<file path="src/hw/dso_pkg.sv">
// Package: constants and carrier types for the drive status-output block
package dso_pkg;

  // Register byte offsets (32-bit words)
  localparam logic [7:0] REG_CTRL        = 8'h00;
  localparam logic [7:0] REG_ARR_HYST    = 8'h04;
  localparam logic [7:0] REG_ARR_DELAY   = 8'h08;
  localparam logic [7:0] REG_FDT_LEVEL   = 8'h0c;
  localparam logic [7:0] REG_FDT_HYST    = 8'h10;
  localparam logic [7:0] REG_CUR_LEVEL_1 = 8'h14;
  localparam logic [7:0] REG_CUR_TIMER_1 = 8'h18;
  localparam logic [7:0] REG_CUR_LEVEL_2 = 8'h1c;
  localparam logic [7:0] REG_CUR_TIMER_2 = 8'h20;
  localparam logic [7:0] REG_THM_LEVEL   = 8'h24;
  localparam logic [7:0] REG_TERM_SEL    = 8'h28;
  localparam logic [7:0] REG_STATUS      = 8'h2c;

  // Control register fields
  localparam int CTRL_COMM_BIT    = 0;
  localparam int CTRL_THM_LSB     = 1;
  localparam int CTRL_PID_ABS_BIT = 3;
  localparam int CTRL_PID_DEV_BIT = 4;

  // Terminal selection fields, one byte per terminal
  localparam int NUM_TERMS     = 3;
  localparam int TERM_SEL_W    = 8;
  localparam int TERM_NEG_BIT  = 7;

  // Reset values
  localparam logic [15:0] RST_ARR_HYST  = 16'h0019;
  localparam logic [15:0] RST_ARR_DELAY = 16'h0064;
  localparam logic [15:0] RST_FDT_LEVEL = 16'h0258;
  localparam logic [15:0] RST_FDT_HYST  = 16'h000a;
  localparam logic [15:0] RST_CUR_LEVEL = 16'h0064;
  localparam logic [15:0] RST_CUR_TIMER = 16'h000a;
  localparam logic [7:0]  RST_THM_LEVEL = 8'h64;
  localparam logic [4:0]  RST_CTRL      = 5'h00;
  localparam logic [23:0] RST_TERM_SEL  = 24'h000000;

  // Selection codes
  localparam logic [6:0] SEL_FAR     = 7'h01;
  localparam logic [6:0] SEL_FDT     = 7'h02;
  localparam logic [6:0] SEL_OL      = 7'h07;
  localparam logic [6:0] SEL_FREQ_ARRIVED_DELAYED    = 7'h15;
  localparam logic [6:0] SEL_RESET   = 7'h1a;
  localparam logic [6:0] SEL_COMM    = 7'h1b;
  localparam logic [6:0] SEL_HEAT    = 7'h1c;
  localparam logic [6:0] SEL_LIFE    = 7'h1e;
  localparam logic [6:0] SEL_REFLOSS = 7'h21;
  localparam logic [6:0] SEL_LOWF    = 7'h23;
  localparam logic [6:0] SEL_OLP     = 7'h24;
  localparam logic [6:0] SEL_ID1     = 7'h25;
  localparam logic [6:0] SEL_ID2     = 7'h26;
  localparam logic [6:0] SEL_PID     = 7'h2a;
  localparam logic [6:0] SEL_M2      = 7'h31;
  localparam logic [6:0] SEL_THM     = 7'h38;
  localparam logic [6:0] SEL_BRAKE   = 7'h39;
  localparam logic [6:0] SEL_C1      = 7'h3b;
  localparam logic [6:0] SEL_ENC     = 7'h4c;
  localparam logic [6:0] SEL_POF     = 7'h53;
  localparam logic [6:0] SEL_ALM     = 7'h63;

  localparam logic [1:0] THM_MODE_ON = 2'h2;

  // Timing
  localparam int TICK_PERIOD_US = 1000;
  localparam int CLK_RATE_MHZ   = 50;
  localparam int TICK_CYCLES    = TICK_PERIOD_US * CLK_RATE_MHZ;
  localparam int MIN_ON_MS      = 100;
  localparam logic [15:0] MIN_ON_TICKS = 16'(MIN_ON_MS * 1000 / TICK_PERIOD_US);

  // Thresholds
  localparam logic [8:0]  HEAT_SET_MARGIN_C = 9'h005;
  localparam logic [8:0]  HEAT_CLR_MARGIN_C = 9'h008;
  localparam logic signed [31:0] POS_LIMIT  = 32'sh0098967f;
  localparam logic [3:0]  CUR_OFF_NUM       = 4'h9;
  localparam logic [3:0]  CUR_OFF_DEN       = 4'ha;

  // Measured drive conditions, all from logic on the same clock
  typedef struct packed {
    logic [15:0]        out_freq;
    logic [15:0]        ref_freq;
    logic [15:0]        out_current;
    logic [7:0]         heatsink_temp;
    logic [7:0]         heatsink_trip;
    logic [7:0]         motor_temp;
    logic signed [31:0] position;
  } dso_meas_t;

  typedef struct packed {
    logic auto_reset_busy;
    logic cap_life_end;
    logic fan_life_end;
    logic analog_ref_lost;
    logic at_or_below_start;
    logic dc_brake_on;
    logic overload_prevent_on;
    logic pid_abs_alarm;
    logic pid_dev_alarm;
    logic brake_release;
    logic c1_is_feedback;
    logic c1_wire_broken;
    logic encoder_error;
    logic alarm_mode;
  } dso_cond_t;

  typedef struct packed {
    logic freq_arrived;
    logic freq_arrived_delayed;
    logic freq_level_detect;
    logic motor_overload_prewarn;
    logic auto_reset_active;
    logic general_comm_output;
    logic heatsink_warn;
    logic service_life;
    logic reference_loss;
    logic output_on_low_freq;
    logic overload_prevent_active;
    logic current_detect_1;
    logic current_detect_2;
    logic process_loop_alarm;
    logic motor2_selected;
    logic motor_thermistor_hot;
    logic brake_command;
    logic c1_input_break;
    logic encoder_fault;
    logic position_count_overflow;
    logic any_alarm;
  } dso_flags_t;

  localparam int FLAGS_W = $bits(dso_flags_t);

endpackage

</file>
<file path="src/hw/dso_status_out.sv">
// Drive status-output logic: flag evaluation, terminal routing, register port
`timescale 1ns/1ps

// Overview of operation
// - Auto-reset flag follows the automatic fault-reset sequence being under way.
// - Communication output follows the software-written bit only, not drive state.
// - Heat-sink warning sets above trip minus 5 C, clears at trip minus 8 C.
// - Service-life flag set when any capacitor or the fan reaches end of life.
// - Reference-loss flag follows analog frequency input reference-loss state.
// - Low-frequency flag when at or below starting frequency or DC braking.
// - Overload-prevention flag follows control, each pulse held at least 100 ms.
// - Current flags set when current stays above level longer than timer; 100 ms min.
// - Current flags clear only when current falls below 90% of their level.
// - Both current flags can be routed to different terminals independently.
// - First current level serves both current flag 1 and overload pre-warning.
// - Process loop alarm on enabled absolute-value or deviation alarm.
// - Motor-2 flag follows the motor-select digital input command.
// - Thermistor flag when mode is 2 and motor temperature reaches trip level.
// - Brake command follows the brake-control decision.
// - C1 break flag when C1 is feedback input and its wire breaks.
// - Encoder fault flag on any speed-encoder error.
// - Position overflow flag when count leaves plus or minus 9,999,999.
// - Any-alarm flag whenever a protective function trips into alarm state.
// - Arrival flag inside reference plus/minus hysteresis; delayed flag after delay.
// - Level-detect flag above level, cleared below level minus hysteresis.
// - Overload pre-warning when output current exceeds first current level.
// - Each terminal selectable in normal or negative polarity.
module dso_status_out #(
  parameter int TICK_DIV = dso_pkg::TICK_CYCLES
) (
  input  wire logic                            clk_in,
  input  wire logic                            rst_in,
  input  wire logic [7:0]                      addr_in,
  input  wire logic [31:0]                     wdata_in,
  input  wire logic                            wr_in,
  input  wire logic                            rd_in,
  output logic      [31:0]                     rdata_out,
  input  wire dso_pkg::dso_meas_t              meas_in,
  input  wire dso_pkg::dso_cond_t              cond_in,
  input  wire logic                            motor_select_input_in,
  output logic      [dso_pkg::NUM_TERMS-1:0]   term_out,
  output dso_pkg::dso_flags_t                  flags_out
);

  // Configuration registers
  logic [4:0]                         ctrl;
  logic [15:0]                        arrival_hysteresis;
  logic [15:0]                        arrival_delay_time;
  logic [15:0]                        freq_detect_level;
  logic [15:0]                        freq_detect_hysteresis;
  logic [15:0]                        cur_level [2];
  logic [15:0]                        cur_timer [2];
  logic [7:0]                         thermistor_trip_level;
  logic [23:0]                        term_sel;
  logic [1:0]                         thermistor_mode;

  dso_pkg::dso_flags_t                flags;
  logic [31:0]                        tick_cnt;
  logic                               tick;
  logic                               m2_sync1;
  logic                               m2_sync2;
  logic [15:0]                        arr_cnt;
  logic [15:0]                        olp_width;
  logic [1:0]                         cur_flag;
  logic [16:0]                        freq_diff;
  logic [16:0]                        freq_abs;
  logic                               in_arrival;

  assign thermistor_mode = ctrl[dso_pkg::CTRL_THM_LSB +: 2];

  // Register writes
  always_ff @(posedge clk_in or posedge rst_in) begin
    if (rst_in) begin
      ctrl                   <= dso_pkg::RST_CTRL;
      arrival_hysteresis     <= dso_pkg::RST_ARR_HYST;
      arrival_delay_time     <= dso_pkg::RST_ARR_DELAY;
      freq_detect_level      <= dso_pkg::RST_FDT_LEVEL;
      freq_detect_hysteresis <= dso_pkg::RST_FDT_HYST;
      cur_level[0]           <= dso_pkg::RST_CUR_LEVEL;
      cur_level[1]           <= dso_pkg::RST_CUR_LEVEL;
      cur_timer[0]           <= dso_pkg::RST_CUR_TIMER;
      cur_timer[1]           <= dso_pkg::RST_CUR_TIMER;
      thermistor_trip_level  <= dso_pkg::RST_THM_LEVEL;
      term_sel               <= dso_pkg::RST_TERM_SEL;
    end else if (wr_in) begin
      case (addr_in)
        dso_pkg::REG_CTRL:        ctrl <= wdata_in[4:0];
        dso_pkg::REG_ARR_HYST:    arrival_hysteresis <= wdata_in[15:0];
        dso_pkg::REG_ARR_DELAY:   arrival_delay_time <= wdata_in[15:0];
        dso_pkg::REG_FDT_LEVEL:   freq_detect_level <= wdata_in[15:0];
        dso_pkg::REG_FDT_HYST:    freq_detect_hysteresis <= wdata_in[15:0];
        dso_pkg::REG_CUR_LEVEL_1: cur_level[0] <= wdata_in[15:0];
        dso_pkg::REG_CUR_TIMER_1: cur_timer[0] <= wdata_in[15:0];
        dso_pkg::REG_CUR_LEVEL_2: cur_level[1] <= wdata_in[15:0];
        dso_pkg::REG_CUR_TIMER_2: cur_timer[1] <= wdata_in[15:0];
        dso_pkg::REG_THM_LEVEL:   thermistor_trip_level <= wdata_in[7:0];
        dso_pkg::REG_TERM_SEL:    term_sel <= wdata_in[23:0];
        default: ;
      endcase
    end
  end

  // Register reads: data stand in the cycle after the strobe only
  always_ff @(posedge clk_in or posedge rst_in) begin
    if (rst_in) begin
      rdata_out <= 32'h00000000;
    end else if (rd_in) begin
      case (addr_in)
        dso_pkg::REG_CTRL:        rdata_out <= {27'h0000000, ctrl};
        dso_pkg::REG_ARR_HYST:    rdata_out <= {16'h0000, arrival_hysteresis};
        dso_pkg::REG_ARR_DELAY:   rdata_out <= {16'h0000, arrival_delay_time};
        dso_pkg::REG_FDT_LEVEL:   rdata_out <= {16'h0000, freq_detect_level};
        dso_pkg::REG_FDT_HYST:    rdata_out <= {16'h0000, freq_detect_hysteresis};
        dso_pkg::REG_CUR_LEVEL_1: rdata_out <= {16'h0000, cur_level[0]};
        dso_pkg::REG_CUR_TIMER_1: rdata_out <= {16'h0000, cur_timer[0]};
        dso_pkg::REG_CUR_LEVEL_2: rdata_out <= {16'h0000, cur_level[1]};
        dso_pkg::REG_CUR_TIMER_2: rdata_out <= {16'h0000, cur_timer[1]};
        dso_pkg::REG_THM_LEVEL:   rdata_out <= {24'h000000, thermistor_trip_level};
        dso_pkg::REG_TERM_SEL:    rdata_out <= {8'h00, term_sel};
        dso_pkg::REG_STATUS:      rdata_out <= 32'(flags);
        default:                  rdata_out <= 32'h00000000;
      endcase
    end else begin
      rdata_out <= 32'h00000000;
    end
  end

  // Millisecond tick
  always_ff @(posedge clk_in or posedge rst_in) begin
    if (rst_in) begin
      tick_cnt <= 32'h00000000;
      tick     <= 1'b0;
    end else if (tick_cnt >= 32'(TICK_DIV - 1)) begin
      tick_cnt <= 32'h00000000;
      tick     <= 1'b1;
    end else begin
      tick_cnt <= tick_cnt + 32'h00000001;
      tick     <= 1'b0;
    end
  end

  // Motor-select comes from a terminal pin, so it is synchronised first
  always_ff @(posedge clk_in or posedge rst_in) begin
    if (rst_in) begin
      m2_sync1 <= 1'b0;
      m2_sync2 <= 1'b0;
    end else begin
      m2_sync1 <= motor_select_input_in;
      m2_sync2 <= m2_sync1;
    end
  end

  // Plain condition flags, sampled once per tick
  // A condition shorter than one tick may be missed
  always_ff @(posedge clk_in or posedge rst_in) begin
    if (rst_in) begin
      flags.auto_reset_active       <= 1'b0;
      flags.service_life            <= 1'b0;
      flags.reference_loss          <= 1'b0;
      flags.output_on_low_freq      <= 1'b0;
      flags.process_loop_alarm      <= 1'b0;
      flags.motor2_selected         <= 1'b0;
      flags.motor_thermistor_hot    <= 1'b0;
      flags.brake_command           <= 1'b0;
      flags.c1_input_break          <= 1'b0;
      flags.encoder_fault           <= 1'b0;
      flags.position_count_overflow <= 1'b0;
      flags.any_alarm               <= 1'b0;
      flags.motor_overload_prewarn  <= 1'b0;
    end else if (tick) begin
      flags.auto_reset_active  <= cond_in.auto_reset_busy;
      flags.service_life       <= cond_in.cap_life_end | cond_in.fan_life_end;
      flags.reference_loss     <= cond_in.analog_ref_lost;
      flags.output_on_low_freq <= cond_in.at_or_below_start | cond_in.dc_brake_on;
      flags.process_loop_alarm <=
        (ctrl[dso_pkg::CTRL_PID_ABS_BIT] & cond_in.pid_abs_alarm) |
        (ctrl[dso_pkg::CTRL_PID_DEV_BIT] & cond_in.pid_dev_alarm);
      flags.motor2_selected    <= m2_sync2;
      flags.motor_thermistor_hot <= (thermistor_mode == dso_pkg::THM_MODE_ON) &&
                                    (meas_in.motor_temp >= thermistor_trip_level);
      flags.brake_command      <= cond_in.brake_release;
      flags.c1_input_break     <= cond_in.c1_is_feedback & cond_in.c1_wire_broken;
      flags.encoder_fault      <= cond_in.encoder_error;
      flags.position_count_overflow <= (meas_in.position > dso_pkg::POS_LIMIT) ||
                                       (meas_in.position < -dso_pkg::POS_LIMIT);
      flags.any_alarm          <= cond_in.alarm_mode;
      // Shares the first current level with current flag 1
      flags.motor_overload_prewarn <= meas_in.out_current > cur_level[0];
    end
  end

  // Communication output is software-owned and bypasses the tick
  always_ff @(posedge clk_in or posedge rst_in) begin
    if (rst_in) begin
      flags.general_comm_output <= 1'b0;
    end else begin
      flags.general_comm_output <= ctrl[dso_pkg::CTRL_COMM_BIT];
    end
  end

  // Heat-sink early warning with 3 C of hysteresis
  always_ff @(posedge clk_in or posedge rst_in) begin
    if (rst_in) begin
      flags.heatsink_warn <= 1'b0;
    end else if (tick) begin
      if ({1'b0, meas_in.heatsink_temp} + dso_pkg::HEAT_SET_MARGIN_C >
          {1'b0, meas_in.heatsink_trip}) begin
        flags.heatsink_warn <= 1'b1;
      end else if ({1'b0, meas_in.heatsink_temp} + dso_pkg::HEAT_CLR_MARGIN_C <=
                   {1'b0, meas_in.heatsink_trip}) begin
        flags.heatsink_warn <= 1'b0;
      end
    end
  end

  // Frequency arrival and delayed arrival
  // Unsigned inputs: the difference needs a sign bit
  assign freq_diff  = {1'b0, meas_in.out_freq} - {1'b0, meas_in.ref_freq};
  assign freq_abs   = freq_diff[16] ? (17'h00000 - freq_diff) : freq_diff;
  assign in_arrival = freq_abs <= {1'b0, arrival_hysteresis};

  always_ff @(posedge clk_in or posedge rst_in) begin
    if (rst_in) begin
      flags.freq_arrived         <= 1'b0;
      flags.freq_arrived_delayed <= 1'b0;
      arr_cnt                    <= 16'h0000;
    end else if (tick) begin
      flags.freq_arrived <= in_arrival;
      if (!in_arrival) begin
        arr_cnt                    <= 16'h0000;
        flags.freq_arrived_delayed <= 1'b0;
      end else if (arr_cnt >= arrival_delay_time) begin
        flags.freq_arrived_delayed <= 1'b1;
      end else begin
        arr_cnt <= arr_cnt + 16'h0001;
      end
    end
  end

  // Frequency level detection; hysteresis sits below the level
  always_ff @(posedge clk_in or posedge rst_in) begin
    if (rst_in) begin
      flags.freq_level_detect <= 1'b0;
    end else if (tick) begin
      if (meas_in.out_freq > freq_detect_level) begin
        flags.freq_level_detect <= 1'b1;
      end else if ({1'b0, meas_in.out_freq} + {1'b0, freq_detect_hysteresis} <
                   {1'b0, freq_detect_level}) begin
        flags.freq_level_detect <= 1'b0;
      end
    end
  end

  // Overload prevention, stretched to the minimum on-time
  always_ff @(posedge clk_in or posedge rst_in) begin
    if (rst_in) begin
      flags.overload_prevent_active <= 1'b0;
      olp_width                     <= 16'h0000;
    end else if (tick) begin
      if (cond_in.overload_prevent_on) begin
        flags.overload_prevent_active <= 1'b1;
        olp_width                     <= 16'h0001;
      end else if (flags.overload_prevent_active) begin
        if (olp_width >= dso_pkg::MIN_ON_TICKS) begin
          flags.overload_prevent_active <= 1'b0;
        end else begin
          olp_width <= olp_width + 16'h0001;
        end
      end
    end
  end

  // Current detection channels; channel 0 uses the first level
  generate
    for (genvar c = 0; c < 2; c++) begin : g_cur
      logic [15:0] over_cnt;
      logic [15:0] width_cnt;
      logic        above;
      logic        below_off;
      assign above     = meas_in.out_current > cur_level[c];
      // Off threshold of 90% compared without a divider
      assign below_off = (20'(meas_in.out_current) * 20'(dso_pkg::CUR_OFF_DEN)) <
                         (20'(cur_level[c]) * 20'(dso_pkg::CUR_OFF_NUM));
      always_ff @(posedge clk_in or posedge rst_in) begin
        if (rst_in) begin
          cur_flag[c] <= 1'b0;
          over_cnt    <= 16'h0000;
          width_cnt   <= 16'h0000;
        end else if (tick) begin
          // Saturates so a long overload cannot wrap the timer
          if (!above) begin
            over_cnt <= 16'h0000;
          end else if (over_cnt != 16'hffff) begin
            over_cnt <= over_cnt + 16'h0001;
          end
          if (!cur_flag[c]) begin
            if (above && (over_cnt >= cur_timer[c])) begin
              cur_flag[c] <= 1'b1;
              width_cnt   <= 16'h0001;
            end
          end else if (width_cnt < dso_pkg::MIN_ON_TICKS) begin
            width_cnt <= width_cnt + 16'h0001;
          end else if (below_off) begin
            cur_flag[c] <= 1'b0;
          end
        end
      end
    end
  endgenerate

  always_comb begin
    flags.current_detect_1 = cur_flag[0];
    flags.current_detect_2 = cur_flag[1];
  end

  // Map a selection code onto its flag
  function automatic logic flag_by_code(input logic [6:0] code,
                                        input dso_pkg::dso_flags_t f);
    case (code)
      dso_pkg::SEL_FAR:     flag_by_code = f.freq_arrived;
      dso_pkg::SEL_FDT:     flag_by_code = f.freq_level_detect;
      dso_pkg::SEL_OL:      flag_by_code = f.motor_overload_prewarn;
      dso_pkg::SEL_FREQ_ARRIVED_DELAYED:    flag_by_code = f.freq_arrived_delayed;
      dso_pkg::SEL_RESET:   flag_by_code = f.auto_reset_active;
      dso_pkg::SEL_COMM:    flag_by_code = f.general_comm_output;
      dso_pkg::SEL_HEAT:    flag_by_code = f.heatsink_warn;
      dso_pkg::SEL_LIFE:    flag_by_code = f.service_life;
      dso_pkg::SEL_REFLOSS: flag_by_code = f.reference_loss;
      dso_pkg::SEL_LOWF:    flag_by_code = f.output_on_low_freq;
      dso_pkg::SEL_OLP:     flag_by_code = f.overload_prevent_active;
      dso_pkg::SEL_ID1:     flag_by_code = f.current_detect_1;
      dso_pkg::SEL_ID2:     flag_by_code = f.current_detect_2;
      dso_pkg::SEL_PID:     flag_by_code = f.process_loop_alarm;
      dso_pkg::SEL_M2:      flag_by_code = f.motor2_selected;
      dso_pkg::SEL_THM:     flag_by_code = f.motor_thermistor_hot;
      dso_pkg::SEL_BRAKE:   flag_by_code = f.brake_command;
      dso_pkg::SEL_C1:      flag_by_code = f.c1_input_break;
      dso_pkg::SEL_ENC:     flag_by_code = f.encoder_fault;
      dso_pkg::SEL_POF:     flag_by_code = f.position_count_overflow;
      dso_pkg::SEL_ALM:     flag_by_code = f.any_alarm;
      default:              flag_by_code = 1'b0;
    endcase
  endfunction

  // Terminal routing; any flag may go to any terminal, so the current flags stay independent
  // In reset every terminal is low, whatever its polarity
  generate
    for (genvar t = 0; t < dso_pkg::NUM_TERMS; t++) begin : g_term
      logic [7:0] sel;
      assign sel = term_sel[t*dso_pkg::TERM_SEL_W +: dso_pkg::TERM_SEL_W];
      always_ff @(posedge clk_in or posedge rst_in) begin
        if (rst_in) begin
          term_out[t] <= 1'b0;
        end else begin
          term_out[t] <= flag_by_code(sel[6:0], flags) ^ sel[dso_pkg::TERM_NEG_BIT];
        end
      end
    end
  endgenerate

  // Flag snapshot for downstream logic
  always_ff @(posedge clk_in or posedge rst_in) begin
    if (rst_in) begin
      flags_out <= '0;
    end else begin
      flags_out <= flags;
    end
  end

endmodule

</file>
<file path="config.mk">
export PLATFORM = sky130hd
export DESIGN_NAME = dso_status_out
export DESIGN_NICKNAME = d
export VERILOG_FILES = /design/src/hw/dso_pkg.sv /design/src/hw/dso_status_out.sv
export SDC_FILE = /design/constraint.sdc
export NUM_CORES = 1
export LEC_CHECK = 0
export BUFFER_PORTS_ARGS = -buffer_cell sky130_fd_sc_hd__buf_2
export CORE_UTILIZATION = 50
export CTS_BUF_LIST = sky130_fd_sc_hd__clkbuf_2
export DETAILED_ROUTE_END_ITERATION = 12
export GPL_TIMING_DRIVEN = 0
export HOLD_SLACK_MARGIN = 0.12
export PLACE_DENSITY_LB_ADDON = 0.05
export SETUP_SLACK_MARGIN = 0.3
export SYNTH_ARGS = -nofsm -noshare
export SYNTH_HDL_FRONTEND = slang
export SYNTH_SLANG_ARGS = --single-unit
</file>
<file path="constraint.sdc">
create_clock -name clk_in -period 36 [get_ports clk_in]
set_input_delay 7.2 -clock clk_in [delete_from_list [all_inputs] [get_ports clk_in]]
set_output_delay 7.2 -clock clk_in [all_outputs]
set_load 0.1 [all_outputs]
</file>
==> key figures, run 1 <==
CTS
  – Sink Count: 365
  – Deepest clock path buffer count: 3
  – Worst skew pair latency: 1.07 ns
  – Postcts setup bufs: 0
  – Cts-stage hold buffer count: 0
  – Clock-pin slew on the worst setup and hold paths: 0.09 ns
  – Post-cts sizing count: 0
  – Clock root buffer: clkbuf_2
  – CTS tree: yes
  – TritonCTS Buffers: 96
  – H-tree depth: 3

Synth
  – Avg Inst Size Synth: 9.84 um2
  – Number of synthesized flops with an enable pin: 0
  – Count of cell types in the netlist: 94
  – Synthesized instance count: 2542
  – Post-synth top flop: dfrtp_1
  – Register area share after synthesis: 36.6%
  – Mapped Area: 25000 um2
  – Synth async-reset ratio: 100%
  – Synthesis Warnings: 0
  – Synthesized flop and latch total: 365

Global route
  – Met3 Use GR: 4.97%
  – Gr usage total: 30.4%
  – M2 GR Usage: 51.6%
  – Grt total ovfl: 0
  – Gr busiest metal: met2
  – First-pass GRT wire length: 118000 um
  – Antenna violations before repair: 3
  – Met1 global-route usage: 38.3%
  – Vias in the first global route: 21000
  – Pin count of the biggest net entering global routing: 103

Detailed routing
  – Vias: 21200
  – Via density: 5.87
  – Iteration-0 DRC count of the detailed router: 1447
  – 1st-pass router iterations: 6
  – Wire per inst: 21.1 um
  – DRC viols: 0
  – Detailed Route WL: 76300 um
  – Routed Antenna Nets: 0

Cells and area
  – Finished Cell Area: 28000 um2
  – Final Core Density: 56.9%
  – Share of layout cells above drive strength 1: 20.5%
  – Area growth syn-to-layout: 11.8%
  – Final nets: 3345

Setup path
  – R2R setup slack: 31.49 ns
  – Critical-path top delay cell: o31ai_2
  – CP Launch Type: input pin
  – Worst Path Max Fanout: 10
  – Reg2Reg Depth: 17
  – Worst Setup SP: meas_in[88]
  – Delay of the slowest critical-path stage: 0.79 ns
  – Worst-path cell chain: buf_2 -> inv_1 -> ha_1 -> fa_1 -> nor2b_4 -> o31ai_2 -> a211o_1 -> a21oi_1 -> a221oi_2 -> a211oi_4 -> nand4_1 -> o21ai_0 -> xnor2_1 -> ha_1 -> a2111oi_0 -> nand2_1 -> o31ai_2 -> o211ai_4 -> o41ai_2
  – Reg-to-Reg End: flags[18]$_DFFE_PP0P_
  – Setup CP Type: input pin to flop
  – Arr. time, crit path: 12.16 ns
  – WP data required: 36.93 ns
  – RR Startpoint: freq_detect_hysteresis[0]$_DFFE_PP0P_
  – CP endpoint: arr_cnt[8]$_DFFE_PP0P_
  – Crit. End Element: flop

Floorplanning
  – Io pins: 219
  – Row count: 81
  – Total core area: 49200 um2
  – Die W: 226 um
  – Initial Util: 50.9%
  – Chip Height: 226 um
  – Die footprint: 50900 um2

Placed design
  – Placed Area: 27000 um2
  – DP Wirelength: 59200 um
  – I/O Buffers: 199
  – Pre-CTS setup slack: 23.76 ns
  – GPL Wtd Cong: 0.968

Timing
  – Slew Limit Fails: 0
  – Tightest Pin Transition: 1.30 ns
  – Final TNS setup: 0 ns
  – Fmax: 89.1 MHz
  – Final setup violating endpoints: 0
  – Hold Violations, Final: 0
  – Setup ws final: 24.78 ns
  – Max_slew headroom: 13.2%
  – Worst Hold Slack: 0.357 ns
  – Max Clock Skew: 0.0594 ns
  – Fin crit share: 31.2%
  – Final min period: 11.22 ns
  – Unrepaired setup endpoints after global routing: no

Outcome
  – Status: finished, final reports clean

Power
  – P_leak: 13.3 nW
  – Max IR drop VDD: 26.3 uV
  – Pwr dens: 38.8 nW/um2

Run
  – Max Cap Viol: 0

Worst hold path
  – Hold Crit Depth: 0
  – Tightest Hold Check Type: flop to flop
placed cells by master, fill, tap and decap left out, types with 45 or more instances in the layout:
cell | Yosys | final
dfrtp_1 | 340 | 340
ha_1 | 312 | 312
inv_1 | 212 | 211
buf_2 | 1 | 200
nor2_1 | 197 | 197
mux2_2 | 176 | 176
clkbuf_2 | 0 | 138
a21oi_1 | 127 | 127
nand2_1 | 98 | 98
xnor2_1 | 87 | 87
o21ai_0 | 76 | 76
clkbuf_1 | 67 | 67
nand3_1 | 64 | 64
xor2_1 | 60 | 60
a21o_1 | 51 | 51
nand4_1 | 48 | 48
nor2b_1 | 45 | 45
a31oi_1 | 45 | 45
routing by layer:
layer	wire length, um	part of all wire (%)
met2	36500	48
met3	4480	5.9
met5	13	0.017
met4	3100	4.1
met1	32100	42
stage by stage:
step / cells / power (mW)
after floorplan: 2565 / 0.690
after global placement: 3428 / 0.770
after detailed placement: 3431 / 0.782
after CTS: 3603 / 1.09
after global routing: 3606 / 1.16
final: 3606 / 1.08
how the worst min path moves through the flow:
stage,slack (ns),from,endpoint
after global placement,0.34,m2_sync1$_DFF_PP0_,m2_sync2$_DFF_PP0_
final,0.36,m2_sync1$_DFF_PP0_,m2_sync2$_DFF_PP0_
after CTS,0.36,m2_sync1$_DFF_PP0_,m2_sync2$_DFF_PP0_
after detailed placement,0.34,m2_sync1$_DFF_PP0_,m2_sync2$_DFF_PP0_
after global routing,0.37,m2_sync1$_DFF_PP0_,m2_sync2$_DFF_PP0_
after floorplan,0.33,m2_sync1$_DFF_PP0_,m2_sync2$_DFF_PP0_
cell type report:
cell class / instances / area [um2]
repair buffers: 202 / 1080
flip-flops and latches: 365 / 9170
plain buffers: 86 / 388
diodes: 3 / 7.51
inverters: 213 / 807
clock buffers: 138 / 691
well taps: 664 / 831
multi-input cells: 1901 / 14700
clock inverters: 34 / 240
fillers: 4493 / 21200
state kept, by name, indices dropped and copies added, names as in the netlist, 2 cells and up:
register,flops
term_out,3
freq_detect_hysteresis,16
olp_width,16
tick_cnt,32
g_cur.over_cnt,32
arr_cnt,16
arrival_hysteresis,16
g_cur.width_cnt,32
thermistor_trip_level,8
cur_timer,32
rdata_out,24
ctrl,5
arrival_delay_time,16
freq_detect_level,16
cur_flag,2
term_sel,24
cur_level,32
flags_out,21
flags,19
logic make-up after synthesis:
group,synth area share [%]
xor gates and xnor gates,5.15
adders and majority gates,16.0
and+or+nand+nor,13.5
AOI/OAI and AO/OA,15.8
other,0.0150
muxes,8.16
buffers and inverters,4.75
DFF,36.6
cells in the mapped netlist (32+ instances only):
cell type | n | share of area (%)
a21o_1 | 51 | 1.5
a21oi_1 | 127 | 2.5
a22o_1 | 33 | 1.2
a22oi_1 | 35 | 1.1
a31oi_1 | 45 | 1.1
and3_1 | 32 | 0.80
clkbuf_1 | 67 | 1.0
dfrtp_1 | 340 | 34
ha_1 | 312 | 16
inv_1 | 212 | 3.2
mux2_2 | 176 | 7.9
nand2_1 | 98 | 1.5
nand3_1 | 64 | 1.3
nand4_1 | 48 | 1.2
nor2_1 | 197 | 3.0
nor2b_1 | 45 | 1.1
nor3_1 | 44 | 0.88
o21ai_0 | 76 | 1.5
xnor2_1 | 87 | 3.0
xor2_1 | 60 | 2.1
worst max-delay path: cells and delay by family:
| family | cells | cell delay, ns |
|---|---|---|
| fa+ha+maj | 3 | 0.85 |
| compound gates | 10 | 3.27 |
| xor+xnor | 1 | 0.14 |
| buf+inv | 2 | 0.16 |
| simple gates | 3 | 0.51 |
power by group:
part | leakage, nW | total (mW) | internal (mW) | switching, mW
Clock | 0.684 | 0.309 | 0.132 | 0.177
Sequential | 4.79 | 0.480 | 0.440 | 0.0398
Combinational | 7.84 | 0.296 | 0.114 | 0.182
(Power assumes the default switching activity.)
==> run 2: changes to the inputs <==
clock period = 9.9 ns   (was 36 ns; I/O delays follow)
==> key figures, run 2 (synthesis gave the netlist of run 1 again) <==
CTS
  – Clock root buffer: clkbuf_2
  – Sink Count: 365
  – TritonCTS Buffers: 98
  – H-tree depth: 3
  – Clock-pin slew on the worst setup and hold paths: 0.09 ns
  – Worst skew pair latency: 1.08 ns
  – Cts-stage hold buffer count: 0
  – Postcts setup bufs: 0
  – Deepest clock path buffer count: 3
  – Post-cts sizing count: 0
  – CTS tree: yes

Detailed routing
  – DR top layer: met4
  – Iteration-0 DRC count of the detailed router: 1281
  – 1st-pass router iterations: 6
  – DRC viols: 0
  – Detailed Route WL: 76900 um
  – Wire per inst: 21.3 um
  – DRT met1 WL: 32300 um
  – Via density: 5.87
  – WL met3: 4440 um
  – Routed Antenna Nets: 0
  – DR WL met2: 36600 um
  – Vias: 21200

Placed design
  – DP Wirelength: 59700 um
  – Placed Area: 27100 um2
  – I/O Buffers: 199
  – GPL Wtd Cong: 0.979

Timing
  – Slew Limit Fails: 0
  – Tightest Pin Transition: 1.17 ns
  – Fmax: 168 MHz
  – Max Clock Skew: 0.0765 ns
  – Final min period: 5.96 ns
  – Fin crit share: 60.2%
  – Max_slew headroom: 22.0%
  – Final setup violating endpoints: 0
  – Final TNS setup: 0 ns
  – Unrepaired setup endpoints after global routing: no
  – Hold Violations, Final: 0

Global route
  – Antenna violations before repair: 1
  – Vias in the first global route: 21200
  – Pin count of the biggest net entering global routing: 45
  – Grt total ovfl: 0
  – First-pass GRT wire length: 118000 um
  – Gr usage total: 30.5%

Floorplanning
  – Die W: 226 um
  – Total core area: 49200 um2
  – Die footprint: 50900 um2
  – Io pins: 219
  – Initial Util: 50.9%
  – Row count: 81
  – Chip Height: 226 um

Power
  – Clock share of power: 27.9%
  – Internal: 2.46 mW
  – Sequential power share: 44.4%
  – Pwr dens: 140 nW/um2
  – Logic pwr share: 27.7%
  – P_leak: 13.4 nW
  – Max IR drop VDD: 109 uV
  – Switching Share: 37.2%
  – P_sw: 1.46 mW

Cells and area
  – Filler cell count: 4544
  – Commonest non-fill, non-tap cell in the layout: dfrtp_1
  – Area growth syn-to-layout: 12.0%
  – Commonest cells after routing, fill and taps aside: 340 x dfrtp_1, 312 x ha_1, 211 x inv_1, 200 x buf_2, 197 x nor2_1
  – Finished Cell Area: 28000 um2
  – Share of layout cells above drive strength 1: 21.0%
  – Final nets: 3353

Setup path
  – WP data required: 10.85 ns
  – Setup CP Type: input pin to flop
  – CP Launch Type: input pin
  – Crit. End Element: flop
  – Worst Path Max Fanout: 10
  – Arr. time, crit path: 6.90 ns

Outcome
  – Status: finished, final reports clean

Worst hold path
  – Tightest Hold Check Type: flop to flop

Run
  – Max Cap Viol: 0
[run 2: cell type report]
class | count | area [um2] | area share (%)
diodes | 2 | 5.00 | 0.0179
plain buffers | 86 | 388 | 1.38
clock buffers | 146 | 731 | 2.61
clock inverters | 28 | 168 | 0.599
inverters | 213 | 803 | 2.87
multi-input cells | 1901 | 14700 | 52.6
flip-flops and latches | 365 | 9170 | 32.7
well taps | 664 | 831 | 2.97
repair buffers | 208 | 1180 | 4.20
[run 2: power by group through the flow]
stage                     sequential, mW  clock (mW)  combinational [mW]
after floorplan                     1.80           0               0.708
after global placement              1.77           0                1.03
after detailed placement            1.77           0                1.08
after CTS                           1.74        1.13                1.09
after global routing                1.75        1.20                1.21
final                               1.74        1.09                1.08
[run 2: worst paths after layout]
path / end / slack [ns] / cells after the start / start
setup reg to reg: flags[18]$_DFFE_PP0P_ / 5.44 / 16 / freq_detect_hysteresis[0]$_DFFE_PP0P_
max in group asynchronous: cur_flag[1]$_DFFE_PP0P_ / 7.55 / 6 / rst_in
setup / recovery: arr_cnt[7]$_DFFE_PP0P_ / 3.94 / 21 / meas_in[88]
min in group asynchronous: flags_out[12]$_DFF_PP0_ / 0.97 / 2 / rst_in
hold reg to reg: m2_sync2$_DFF_PP0_ / 0.36 / 0 / m2_sync1$_DFF_PP0_
hold / removal: m2_sync2$_DFF_PP0_ / 0.36 / 0 / m2_sync1$_DFF_PP0_
[run 2: worst max-delay path, stage by stage]
cell       delay, ns
buf_2           0.09
inv_1           0.07
ha_1            0.20
fa_1            0.44
nor2b_4         0.16
o31ai_2         0.09
a211o_1         0.29
a21oi_1         0.16
a221oi_2        0.12
a211oi_4        0.49
and3_1          0.27
a21oi_1         0.09
xnor2_1         0.20
ha_1            0.28
a2111oi_0       0.44
nand2_1         0.13
o31ai_2         0.78
o211ai_1        0.24
a41oi_1         0.24
nor2_1          0.07
o31ai_1         0.07
[run 2: layer usage]
| metal | vias to the layer above | GRT usage, % |
|---|---|---|
| met5 | - | 0 |
| met4 | 0 | 14.8 |
| li1 | 9938 | - |
| met3 | 190 | 4.92 |
| met1 | 10400 | 38.0 |
| met2 | 689 | 51.6 |
[run 2: per-stage QoR]
step / std cells / hold WS, ns / worst slack (ns) / util, % / power, mW
floorplan: 2565 / 0.331 / 3.04 / - / 2.51
global placement: 3428 / 0.338 / 1.07 / 54.8 / 2.80
detailed placement: 3437 / 0.340 / 2.90 / 55.2 / 2.85
CTS: 3611 / 0.362 / 4.03 / 57.0 / 3.95
global route: 3612 / 0.374 / 3.71 / 57.0 / 4.17
finish: 3613 / 0.358 / 3.94 / 57.0 / 3.92
